<file path="src/can_mbox_flags_map.vh">
`ifndef CAN_MBOX_FLAGS_MAP_VH
`define CAN_MBOX_FLAGS_MAP_VH
// Byte offsets on the APB register window
`define OFS_TX_PENDING      12'h000
`define OFS_TX_CANCEL       12'h004
`define OFS_TX_SUCCESS      12'h008
`define OFS_TX_ABORT        12'h00c
`define OFS_RX_DATA_PEND    12'h010
`define OFS_RX_REMOTE_PEND  12'h014
`define OFS_MBOX_INT_MASK   12'h018
`define OFS_UNREAD_MSG      12'h01c
`define OFS_MBOX_CONFIG     12'h020
`define OFS_INT_FLAGS       12'h024
`define OFS_INT_GLOBAL_MASK 12'h028
// Reset values
`define RST_FLAGS           16'h0000
`define RST_MBOX_INT_MASK   16'hffff
`define RST_INT_GLOBAL_MASK 4'hf
// Bit positions in the summary interrupt flag and global mask registers
`define IF_DATA_RX          0
`define IF_REMOTE_RX        1
`define IF_MBOX_EMPTY       2
`define IF_OVERRUN          3
// Mailbox config field: [0] transmit box, [1] accepts data, [2] accepts remote
`define CFG_TX_BIT          0
`define CFG_DATA_BIT        1
`define CFG_REMOTE_BIT      2
`endif

</file>
<file path="src/can_mailbox_flags.v">
// Functional notes
// - Writing one to a cancel bit requests cancel; zero leaves it; bits 15..1.
// - Cancel before transmit start clears pending and cancel, sets abort-done.
// - Started transmission is not cancelled; on success clear both, set success.
// - Started transmission failing with cancel outstanding clears both, sets abort.
// - Cancel write on non-pending or non-transmit mailbox does nothing.
// - Cancel bit clears itself when its cancellation completes.
// - Bit 0 of pending, cancel, success, abort reads zero, ignores writes.
// - Successful transmission sets that mailbox's success bit.
// - Success bit clears on write of one; zero leaves it.
// - Abort-done bit clears on write of one; zero leaves it.
// - Stored data frame sets data-pending bit if configured; write one clears.
// - Data-pending bits set only by data frames.
// - Data-pending set raises data-received flag unless mailbox masked.
// - Stored remote frame sets remote-pending bit if configured; write one clears.
// - Remote-pending set raises remote-request flag unless mailbox masked.
// - Remote-pending bits set only by remote frames.
// - Mailbox mask blocks receive flags but not pending or unread bits.
// - Mailbox mask blocks empty flag but not transmit bookkeeping.
// - Mailbox mask bits are read/write, one masks, reset to all ones.
// - Clearing a pending bit raises mailbox-empty flag, subject to mask.
// - New message with receive-pending still set sets unread bit; not transmit.
// - Global mask blocks interrupt output but not flag setting.
`timescale 1ns/1ps
`include "can_mbox_flags_map.vh"

module can_mailbox_flags #(
  parameter NUM_MBOX = 16
) (
  input  wire                ref_clk,
  input  wire                rstn,
  input  wire                psel,
  input  wire                penable,
  input  wire                pwrite,
  input  wire [11:0]         paddr,
  input  wire [31:0]         pwdata,
  output reg  [31:0]         prdata,
  output reg                 pready,
  output reg                 pslverr,
  input  wire [NUM_MBOX-1:0] eng_tx_start,
  input  wire [NUM_MBOX-1:0] eng_tx_done,
  input  wire [NUM_MBOX-1:0] eng_tx_fail,
  input  wire [NUM_MBOX-1:0] eng_rx_data,
  input  wire [NUM_MBOX-1:0] eng_rx_remote,
  output reg  [NUM_MBOX-1:0] tx_pending,
  output reg                 int_request
);

  localparam [NUM_MBOX-1:0] MB0_OFF = {{(NUM_MBOX-1){1'b1}}, 1'b0};

  reg [NUM_MBOX-1:0] tx_pending_reg;
  reg [NUM_MBOX-1:0] tx_cancel_reg;
  reg [NUM_MBOX-1:0] tx_success_reg;
  reg [NUM_MBOX-1:0] tx_abort_done_reg;
  reg [NUM_MBOX-1:0] rx_data_pending_reg;
  reg [NUM_MBOX-1:0] rx_remote_pending_reg;
  reg [NUM_MBOX-1:0] mailbox_int_mask_reg;
  reg [NUM_MBOX-1:0] unread_message_reg;
  reg [NUM_MBOX-1:0] in_flight_reg;
  reg [3*NUM_MBOX-1:0] mailbox_config_reg;
  reg [3:0]          int_request_flags_reg;
  reg [3:0]          int_global_mask_reg;

  reg [NUM_MBOX-1:0] start_s1;
  reg [NUM_MBOX-1:0] start_s2;
  reg [NUM_MBOX-1:0] done_s1;
  reg [NUM_MBOX-1:0] done_s2;
  reg [NUM_MBOX-1:0] fail_s1;
  reg [NUM_MBOX-1:0] fail_s2;
  reg [NUM_MBOX-1:0] rxd_s1;
  reg [NUM_MBOX-1:0] rxd_s2;
  reg [NUM_MBOX-1:0] rxr_s1;
  reg [NUM_MBOX-1:0] rxr_s2;

  reg [NUM_MBOX-1:0] tx_pending_next;
  reg [NUM_MBOX-1:0] tx_cancel_next;
  reg [NUM_MBOX-1:0] tx_success_next;
  reg [NUM_MBOX-1:0] tx_abort_done_next;
  reg [NUM_MBOX-1:0] rx_data_pending_next;
  reg [NUM_MBOX-1:0] rx_remote_pending_next;
  reg [NUM_MBOX-1:0] unread_message_next;
  reg [NUM_MBOX-1:0] in_flight_next;
  reg [3:0]          int_request_flags_next;

  reg [NUM_MBOX-1:0] cfg_tx;
  reg [NUM_MBOX-1:0] cfg_data;
  reg [NUM_MBOX-1:0] cfg_remote;
  reg [NUM_MBOX-1:0] ok_set;
  reg [NUM_MBOX-1:0] ab_set;
  reg [NUM_MBOX-1:0] rxd_set;
  reg [NUM_MBOX-1:0] rxr_set;
  reg [NUM_MBOX-1:0] ovr_set;
  reg [NUM_MBOX-1:0] cancel_now;
  reg [NUM_MBOX-1:0] pend_clr;
  reg [3:0]          flag_set;
  reg [31:0]         rd_mux;
  reg                addr_ok;
  reg [31:0]         cfg_word;
  reg [3*NUM_MBOX-1:0] config_next;
  integer            i;
  integer            j;

  wire               wr_acc = psel & penable & pwrite & pready;
  wire [NUM_MBOX-1:0] wdat  = pwdata[NUM_MBOX-1:0];

  // Write strobe for one register offset
  function wr_hit;
    input [11:0] ofs;
    begin
      wr_hit = wr_acc & (paddr == ofs);
    end
  endfunction

  // Any bit of a vector
  function any_bit;
    input [NUM_MBOX-1:0] v;
    begin
      any_bit = |v;
    end
  endfunction

  // Two-flop synchronisers for the protocol engine events
  always @(posedge ref_clk)
  begin
    if (!rstn)
    begin
      start_s1 <= {NUM_MBOX{1'b0}};
      start_s2 <= {NUM_MBOX{1'b0}};
      done_s1  <= {NUM_MBOX{1'b0}};
      done_s2  <= {NUM_MBOX{1'b0}};
      fail_s1  <= {NUM_MBOX{1'b0}};
      fail_s2  <= {NUM_MBOX{1'b0}};
      rxd_s1   <= {NUM_MBOX{1'b0}};
      rxd_s2   <= {NUM_MBOX{1'b0}};
      rxr_s1   <= {NUM_MBOX{1'b0}};
      rxr_s2   <= {NUM_MBOX{1'b0}};
    end
    else
    begin
      start_s1 <= eng_tx_start;
      start_s2 <= start_s1;
      done_s1  <= eng_tx_done;
      done_s2  <= done_s1;
      fail_s1  <= eng_tx_fail;
      fail_s2  <= fail_s1;
      rxd_s1   <= eng_rx_data;
      rxd_s2   <= rxd_s1;
      rxr_s1   <= eng_rx_remote;
      rxr_s2   <= rxr_s1;
    end
  end

  // Unpack the per-mailbox configuration field
  always @*
  begin
    cfg_word = 32'h0000_0000;
    for (i = 0; i < NUM_MBOX; i = i + 1)
    begin
      cfg_tx[i]     = mailbox_config_reg[3*i+`CFG_TX_BIT];
      cfg_data[i]   = mailbox_config_reg[3*i+`CFG_DATA_BIT];
      cfg_remote[i] = mailbox_config_reg[3*i+`CFG_REMOTE_BIT];
      if (3*i+2 < 32)
      begin
        cfg_word[3*i +: 3] = mailbox_config_reg[3*i +: 3];
      end
    end
  end

  // Config write image: only fields that fit one data word
  always @*
  begin
    config_next = mailbox_config_reg;
    for (j = 0; j < NUM_MBOX; j = j + 1)
    begin
      if (3*j+2 < 32)
        config_next[3*j +: 3] = pwdata[3*j +: 3];
    end
  end

  // Transmission outcome: done and fail count only for mailboxes actually in flight
  always @*
  begin
    ok_set     = done_s2 & in_flight_reg & tx_pending_reg & MB0_OFF;
    ab_set     = fail_s2 & in_flight_reg & tx_pending_reg & tx_cancel_reg;
    // Cancel of a pending mailbox not yet started completes at once
    cancel_now = tx_cancel_reg & tx_pending_reg & ~in_flight_reg & ~start_s2;
    ab_set     = (ab_set | cancel_now) & MB0_OFF;
    pend_clr   = ok_set | ab_set;
  end

  // Receive events honour the mailbox configuration and frame type
  always @*
  begin
    rxd_set    = rxd_s2 & cfg_data & ~cfg_tx;
    rxr_set    = rxr_s2 & cfg_remote & ~cfg_tx;
    ovr_set    = ((rxd_set | rxr_set) & (rx_data_pending_reg | rx_remote_pending_reg))
                 & ~cfg_tx;
  end

  // Pending: software sets on configured tx boxes, hardware clears
  always @*
  begin
    tx_pending_next = tx_pending_reg;
    if (wr_hit(`OFS_TX_PENDING))
      tx_pending_next = tx_pending_next | (wdat & cfg_tx);
    tx_pending_next = tx_pending_next & ~pend_clr & MB0_OFF;
  end

  // Failed attempt without cancel stays pending and retries
  always @*
  begin
    in_flight_next = (in_flight_reg | (start_s2 & tx_pending_reg)) & ~done_s2 & ~fail_s2;
    in_flight_next = in_flight_next & MB0_OFF;
  end

  // Cancel: write one only to pending tx boxes, self-clears on completion
  always @*
  begin
    tx_cancel_next = tx_cancel_reg;
    if (wr_hit(`OFS_TX_CANCEL))
      tx_cancel_next = tx_cancel_next | (wdat & tx_pending_reg & cfg_tx);
    tx_cancel_next = tx_cancel_next & ~pend_clr & MB0_OFF;
  end

  // Success flags: write one clears, hardware set wins
  always @*
  begin
    tx_success_next = tx_success_reg;
    if (wr_hit(`OFS_TX_SUCCESS))
      tx_success_next = tx_success_next & ~wdat;
    tx_success_next = (tx_success_next | ok_set) & MB0_OFF;
  end

  // Abort flags: write one clears, hardware set wins
  always @*
  begin
    tx_abort_done_next = tx_abort_done_reg;
    if (wr_hit(`OFS_TX_ABORT))
      tx_abort_done_next = tx_abort_done_next & ~wdat;
    tx_abort_done_next = (tx_abort_done_next | ab_set) & MB0_OFF;
  end

  // Data pending flags, unaffected by the mailbox mask
  always @*
  begin
    rx_data_pending_next = rx_data_pending_reg;
    if (wr_hit(`OFS_RX_DATA_PEND))
      rx_data_pending_next = rx_data_pending_next & ~wdat;
    rx_data_pending_next = rx_data_pending_next | rxd_set;
  end

  // Remote pending flags, unaffected by the mailbox mask
  always @*
  begin
    rx_remote_pending_next = rx_remote_pending_reg;
    if (wr_hit(`OFS_RX_REMOTE_PEND))
      rx_remote_pending_next = rx_remote_pending_next & ~wdat;
    rx_remote_pending_next = rx_remote_pending_next | rxr_set;
  end

  // Unread message flags, set on overwrite
  always @*
  begin
    unread_message_next = unread_message_reg;
    if (wr_hit(`OFS_UNREAD_MSG))
      unread_message_next = unread_message_next & ~wdat;
    unread_message_next = unread_message_next | ovr_set;
  end

  // Summary flags gated by the per-mailbox mask
  always @*
  begin
    flag_set[`IF_DATA_RX]    = any_bit(rxd_set & ~mailbox_int_mask_reg);
    flag_set[`IF_REMOTE_RX]  = any_bit(rxr_set & ~mailbox_int_mask_reg);
    flag_set[`IF_MBOX_EMPTY] = any_bit(pend_clr & ~mailbox_int_mask_reg);
    flag_set[`IF_OVERRUN]    = any_bit(ovr_set & ~mailbox_int_mask_reg);
  end

  // Summary flag register: write one clears, set wins
  always @*
  begin
    int_request_flags_next = int_request_flags_reg;
    if (wr_hit(`OFS_INT_FLAGS))
      int_request_flags_next = int_request_flags_next & ~pwdata[3:0];
    int_request_flags_next = int_request_flags_next | flag_set;
  end

  // Flag, configuration and mask registers
  always @(posedge ref_clk)
  begin
    if (!rstn)
    begin
      tx_pending_reg        <= `RST_FLAGS;
      tx_cancel_reg         <= `RST_FLAGS;
      tx_success_reg        <= `RST_FLAGS;
      tx_abort_done_reg     <= `RST_FLAGS;
      rx_data_pending_reg   <= `RST_FLAGS;
      rx_remote_pending_reg <= `RST_FLAGS;
      unread_message_reg    <= `RST_FLAGS;
      in_flight_reg         <= `RST_FLAGS;
      mailbox_int_mask_reg  <= `RST_MBOX_INT_MASK;
      mailbox_config_reg    <= {(3*NUM_MBOX){1'b0}};
      int_request_flags_reg <= 4'h0;
      int_global_mask_reg   <= `RST_INT_GLOBAL_MASK;
    end
    else
    begin
      tx_pending_reg        <= tx_pending_next;
      tx_cancel_reg         <= tx_cancel_next;
      tx_success_reg        <= tx_success_next;
      tx_abort_done_reg     <= tx_abort_done_next;
      rx_data_pending_reg   <= rx_data_pending_next;
      rx_remote_pending_reg <= rx_remote_pending_next;
      unread_message_reg    <= unread_message_next;
      in_flight_reg         <= in_flight_next;
      int_request_flags_reg <= int_request_flags_next;
      if (wr_hit(`OFS_MBOX_INT_MASK))
        mailbox_int_mask_reg <= wdat;
      if (wr_hit(`OFS_MBOX_CONFIG))
        mailbox_config_reg <= config_next;
      if (wr_hit(`OFS_INT_GLOBAL_MASK))
        int_global_mask_reg <= pwdata[3:0];
    end
  end

  // Read multiplexer and address decode
  always @*
  begin
    addr_ok = 1'b1;
    rd_mux  = 32'h0000_0000;
    case (paddr)
      `OFS_TX_PENDING:      rd_mux[NUM_MBOX-1:0] = tx_pending_reg;
      `OFS_TX_CANCEL:       rd_mux[NUM_MBOX-1:0] = tx_cancel_reg;
      `OFS_TX_SUCCESS:      rd_mux[NUM_MBOX-1:0] = tx_success_reg;
      `OFS_TX_ABORT:        rd_mux[NUM_MBOX-1:0] = tx_abort_done_reg;
      `OFS_RX_DATA_PEND:    rd_mux[NUM_MBOX-1:0] = rx_data_pending_reg;
      `OFS_RX_REMOTE_PEND:  rd_mux[NUM_MBOX-1:0] = rx_remote_pending_reg;
      `OFS_MBOX_INT_MASK:   rd_mux[NUM_MBOX-1:0] = mailbox_int_mask_reg;
      `OFS_UNREAD_MSG:      rd_mux[NUM_MBOX-1:0] = unread_message_reg;
      `OFS_MBOX_CONFIG:     rd_mux = cfg_word;
      `OFS_INT_FLAGS:       rd_mux[3:0] = int_request_flags_reg;
      `OFS_INT_GLOBAL_MASK: rd_mux[3:0] = int_global_mask_reg;
      default:              addr_ok = 1'b0;
    endcase
  end

  // APB answer: ready in the first cycle of the access phase, registered outputs
  always @(posedge ref_clk)
  begin
    if (!rstn)
    begin
      pready      <= 1'b0;
      pslverr     <= 1'b0;
      prdata      <= 32'h0000_0000;
    end
    else
    begin
      pready      <= psel & ~penable;
      pslverr     <= psel & ~penable & ~addr_ok;
      prdata      <= (psel & ~penable & ~pwrite) ? rd_mux : 32'h0000_0000;
    end
  end

  // Registered status outputs toward the rest of the controller
  always @(posedge ref_clk)
  begin
    if (!rstn)
    begin
      tx_pending  <= {NUM_MBOX{1'b0}};
      int_request <= 1'b0;
    end
    else
    begin
      tx_pending  <= tx_pending_next;
      int_request <= |(int_request_flags_next & ~int_global_mask_reg);
    end
  end

endmodule // can_mailbox_flags

</file>
<file path="config.mk">
export PLATFORM = sky130hd
export DESIGN_NAME = can_mailbox_flags
export DESIGN_NICKNAME = d
export VERILOG_FILES = /design/src/can_mailbox_flags.v
export VERILOG_INCLUDE_DIRS = /design/src
export SDC_FILE = /design/constraint.sdc
export NUM_CORES = 1
export LEC_CHECK = 0
export ABC_AREA = 1
export BUFFER_PORTS_ARGS = -buffer_cell sky130_fd_sc_hd__buf_2
export CORE_ASPECT_RATIO = 0.9
export CORE_MARGIN = 4
export CORE_UTILIZATION = 45
export CTS_CLUSTER_SIZE = 8
export DETAILED_ROUTE_END_ITERATION = 6
export HOLD_SLACK_MARGIN = 0.15
export PLACE_DENSITY_LB_ADDON = 0.2
export REMOVE_ABC_BUFFERS = 1
export SYNTH_ARGS = -nofsm -noshare
export SYNTH_HDL_FRONTEND = slang
export SYNTH_SLANG_ARGS = --single-unit
export TNS_END_PERCENT = 20
</file>
<file path="constraint.sdc">
create_clock -name ref_clk -period 3.7 [get_ports ref_clk]
set_clock_uncertainty 0.2 [all_clocks]
set_input_delay 0.555 -clock ref_clk [delete_from_list [all_inputs] [get_ports ref_clk]]
set_output_delay 0.555 -clock ref_clk [all_outputs]
set_load 0.01 [all_outputs]
</file>
Word-level counts from Yosys, hierarchy flattened
Index checks and enable logic that the tools add are counted.
- flip-flop bits (word level): 377
- output and inout port bits: 51
- word-level logic and storage cells: 138
- equal/unequal tests: 10
- multiplexer cells: 11
- bitwise gates (word level): 76
- reductions and logical operators: 9
- operator list (kind ; number):
    $and A16 B16 Y16 ; 27
    $or A16 B16 Y16 ; 12
    $mux W16 ; 7
    $not A16 Y16 ; 7
    $pmux W12 S9 ; 1
    $and A16 B10 Y16 ; 4
    $reduce_or A16 Y1 ; 4
    $eq A12 B5 Y1 const B ; 4
    $pmux W4 S11 ; 1
    $eq A12 B6 Y1 const B ; 3
    $eq A12 B4 Y1 const B ; 2
    $and A1 B1 Y1 ; 17
    $not A10 Y16 ; 1
    $eq A12 B3 Y1 const B ; 1
    $logic_not A12 Y1 ; 1
    $reduce_or A11 Y1 ; 1
    $and A4 B4 Y4 ; 2
    $not A4 Y4 ; 2
    $mux W4 ; 1
    $or A4 B4 Y4 ; 1
    $reduce_or A4 Y1 ; 1
    $not A1 Y1 ; 3
    $reduce_and A3 Y1 ; 1
    $reduce_and A2 Y1 ; 1
    $mux W1 ; 1

Logic depth before layout (Yosys ltp)
- depth after elaboration: 10
- mapped depth: 13
- mapped depth without buffers: 13

Worst setup path after synthesis
No wires, ideal clock.
- path type: input -> register
- start point: input port paddr[11]
- end point: register mailbox_config_reg[0]
- library setup time: 0.128 ns
- arrival time: 1.619 ns
- slack: 1.752 ns
- cell stages on the path: 9
- buffers on the path: 1
- path through: nor2_1 -> nand2_2 -> nor2_1 -> nand2_2 -> inv_2 -> nand2_1 -> clkbuf_2 -> o21ai_0 -> a21oi_1
- word-level cells in the longest chain between the ends: 2
- ends and longest elaborated chain (what ; line ; text):
    start: declaration ; can_mailbox_flags.v:35 ; input wire [11:0] paddr,
    $eq A12 B6 Y1 ; can_mailbox_flags.v:110 ; wr_hit = wr_acc & (paddr == ofs);
    $and A1 B1 Y1 ; can_mailbox_flags.v:110 ;
    end signal: assignment ; can_mailbox_flags.v:302 ; mailbox_config_reg <= {(3*NUM_MBOX){1'b0}};
    end signal: assignment ; can_mailbox_flags.v:320 ; mailbox_config_reg <= config_next;
    end: declaration ; can_mailbox_flags.v:60 ; reg [3*NUM_MBOX-1:0] mailbox_config_reg;
No other way between the ends.
A chain may end at the register's enable or synchronous reset.

Worst setup path after layout
- start point: input port penable
- end point: register mailbox_int_mask_reg[9]
- word-level cells in the longest chain between the ends: 4
- ends and longest elaborated chain (what ; line ; text):
    start: declaration ; can_mailbox_flags.v:33 ; input wire penable,
    $and A1 B1 Y1 (3 in a row) ; can_mailbox_flags.v:103 ; wire wr_acc = psel & penable & pwrite & pready;
    $and A1 B1 Y1 ; can_mailbox_flags.v:110 ;
    end signal: assignment ; can_mailbox_flags.v:301 ; mailbox_int_mask_reg <= `RST_MBOX_INT_MASK;
    end signal: assignment ; can_mailbox_flags.v:318 ; mailbox_int_mask_reg <= wdat;
    end: declaration ; can_mailbox_flags.v:57 ; reg [NUM_MBOX-1:0] mailbox_int_mask_reg;
No other way between the ends.

==> metrics <==
Avg Cell Area, Syn roughly 7.4 um^2; initial antenna violation count 0; Mapped Area between 0.01 and 0.015 mm^2; Post-synth EDFFs 0; RSZ-0062 raised after global routing no; register area share after synthesis 0.523; Worst Reg2Reg Path Length in Cells 7; vias in the first global route between 10000 and 15000; Reg clk slew, reported paths 50 ps; IO Pins 180; DR WL/cell 15.5 um; IO Port Bufs approximately 160; Non-Filler Instances ~2400; CP bufs+invs 4; grt total ovfl 0; vias 11900; Power Dens Cells ~480 mW/mm^2; run status complete, no violations; Primary FF master, synth dfxtp_1; TritonCTS Buffers 48; Ys Warns 0; max-cap violations 0; Detailed Routing Iterations Pass 1 6; relative slew slack 0.354; CP Data Required Time around 3900 ps; critical path depth in cells 9; crit path to mailbox_int_mask_reg[9]$_SDFFE_PN1P_; Worst VDD drop about 0.00034 V; CP max FO 26; r2r startpoint pready$_SDFF_PN0_; gpl congestion 0.904; arrival time worst endpoint approximately 2600 ps; largest net degree at the start of global routing approximately 220; setup TNS 0 ps; clk_lat worst skew about 540 ps; final setup fails 0; DRT iter0 DRCs 937; DRT antenna net count 0; Final Max Slew Viols 0; first-pass GRT wire length roughly 60000 um; crit path capture type flip-flop; CP peak stage delay about 520 ps; reg2reg setup slack 1600 ps; Initial Util 0.461; cells resized by post-CTS repair 0; filler instances 2605; post-synthesis instance total 1751; Root Driver clkbuf_16; H-Tree Depth 2; measured slew at the worst slew-check pin roughly 970 ps; library cells used by synthesis 32; Seq cells post-synth 340; fin nets ~2100; RR Endpoint mailbox_int_mask_reg[9]$_SDFFE_PN1P_; Num Clock Sinks 340; CP top delay family buffers and inverters; Post-Route WL roughly 37000 um; total die area approximately 0.032 mm^2; # placed instances approximately 2200; fin crit period roughly 2400 ps; endpoints failing hold 0; core area roughly 0.028 mm^2; Crit. Startpoint penable; Die Y between 150 and 200 um; CP Cell Sequence dlygate4sd3_1 -> buf_2 -> nand2_1 -> nor2_2 -> buf_4 -> nand4_1 -> buf_4 -> nand2_1 -> o211ai_1; Area Overhead vs Synth 25.6%; drt via density about 5; DRC viols 0; Std-Cell Rows 58; Max Freq between 400 and 500 MHz; Async SR Flop Fraction 0; hold crit path type primary input to flip-flop; Global Route Usage Sum 0.229; Static Leak ~8.4 nW; period utilization 0.659; HPWL after detailed placement 23600 um; CP max stage cell dlygate4sd3_1; Hold Path Stages 5; Diodes inserted 0; maximum clock insertion buffer count 3; Die W 187 um; CTS tree built; Startpoint Class primary input; worst setup path category primary input to flip-flop; layout cells sized above 1 0.126
what timing repair did:
action                                 in CTS  in global routing
hold buffers                               95                  0
endpoints found under the hold margin     102                  0
setup endpoints to repair                   0                  0
buffers inserted                            0                  0
layout by cell type, fill, tap and decap left out, types with 5 or more instances in the layout:
cell type	n
a211oi_1	7
nand3b_1	6
nor3_1	32
nand2_2	6
o22ai_1	24
dlygate4sd3_1	95
buf_2	158
o21ai_1	5
inv_1	343
inv_2	7
o211ai_1	36
a21oi_1	131
buf_4	14
nor2_1	135
o21ai_0	108
nand3_1	82
nand2_1	383
nor2_2	5
dfxtp_1	340
nand4_1	14
nor4_1	15
clkbuf_16	48
worst min-delay path by stage:
stage / slack [ps] / from / to
detailed placement: 200 / fail_s1[12]$_SDFF_PN0_ / fail_s2[12]$_SDFF_PN0_
floorplan: 190 / done_s1[10]$_SDFF_PN0_ / done_s2[10]$_SDFF_PN0_
global route: 190 / psel / pslverr$_SDFF_PN0_
global placement: 190 / rxd_s1[8]$_SDFF_PN0_ / rxd_s2[8]$_SDFF_PN0_
finish: 170 / psel / pslverr$_SDFF_PN0_
CTS: 150 / psel / pslverr$_SDFF_PN0_
logic make-up (layout without fill, tap and decap cells):
logic type,after synthesis,in the layout,synth area share
other cells,1,3,0.000288
flops,340,340,0.523
compound gates,314,314,0.132
buf+inv,411,673,0.123
simple gates,685,685,0.222
cell type report:
cell class,instances,area [um^2],area share
clock buffers,50,1230,0.0752
flip-flops and latches,340,6810,0.416
clock inverters,2,25.0,0.00153
inverters,351,1320,0.0807
multi-input cells,1002,4620,0.283
repair buffers,270,1900,0.116
well taps,360,450,0.0276
worst register-to-register path, stage by stage, from the launching register on:
cell,delay [ps]
dfxtp_1,330
nand2_1,70
nor2_2,260
buf_4,210
nand4_1,310
buf_4,380
nand2_1,110
o211ai_1,80
cells in the mapped netlist, types with 6 or more instances:
| cell type | count | area share |
|---|---|---|
| a211oi_1 | 7 | 0.0040 |
| a21oi_1 | 131 | 0.050 |
| buf_2 | 8 | 0.0031 |
| buf_4 | 6 | 0.0035 |
| clkbuf_1 | 40 | 0.012 |
| dfxtp_1 | 340 | 0.52 |
| inv_1 | 344 | 0.099 |
| inv_2 | 6 | 0.0017 |
| nand2_1 | 384 | 0.11 |
| nand3_1 | 82 | 0.032 |
| nand3b_1 | 6 | 0.0035 |
| nand4_1 | 14 | 0.0067 |
| nor2_1 | 135 | 0.039 |
| nor3_1 | 32 | 0.012 |
| nor4_1 | 15 | 0.0072 |
| o211ai_1 | 36 | 0.021 |
| o21ai_0 | 108 | 0.042 |
| o22ai_1 | 24 | 0.012 |
through the flow:
step                 util  cell area [um^2]  hold slack, ps  worst slack, ps  power (W)
CTS                 0.579             16300             152             1310    0.00792
floorplan               -             12700             190              714    0.00391
detailed placement  0.501             14100             195              872    0.00405
global placement    0.501             14100             192              938    0.00405
finish              0.579             16300             166             1260    0.00785
global route        0.579             16300             188             1130    0.00811
routing by layer:
metal | track usage | vias to the layer above | wire, um
li1 | - | 5983 | -
met4 | 0.0820 | 0 | 1130
met2 | 0.367 | 445 | 16300
met1 | 0.312 | 5386 | 16500
met3 | 0.0418 | 95 | 3010
met5 | 0 | - | 0
power breakdown:
part	switching [W]	total, W	internal [W]
Clock	0.00148	0.00378	0.00231
Sequential	0.0000228	0.00376	0.00374
Combinational	0.000157	0.000302	0.000145
Note: power is estimated with default switching activity, not from simulation.
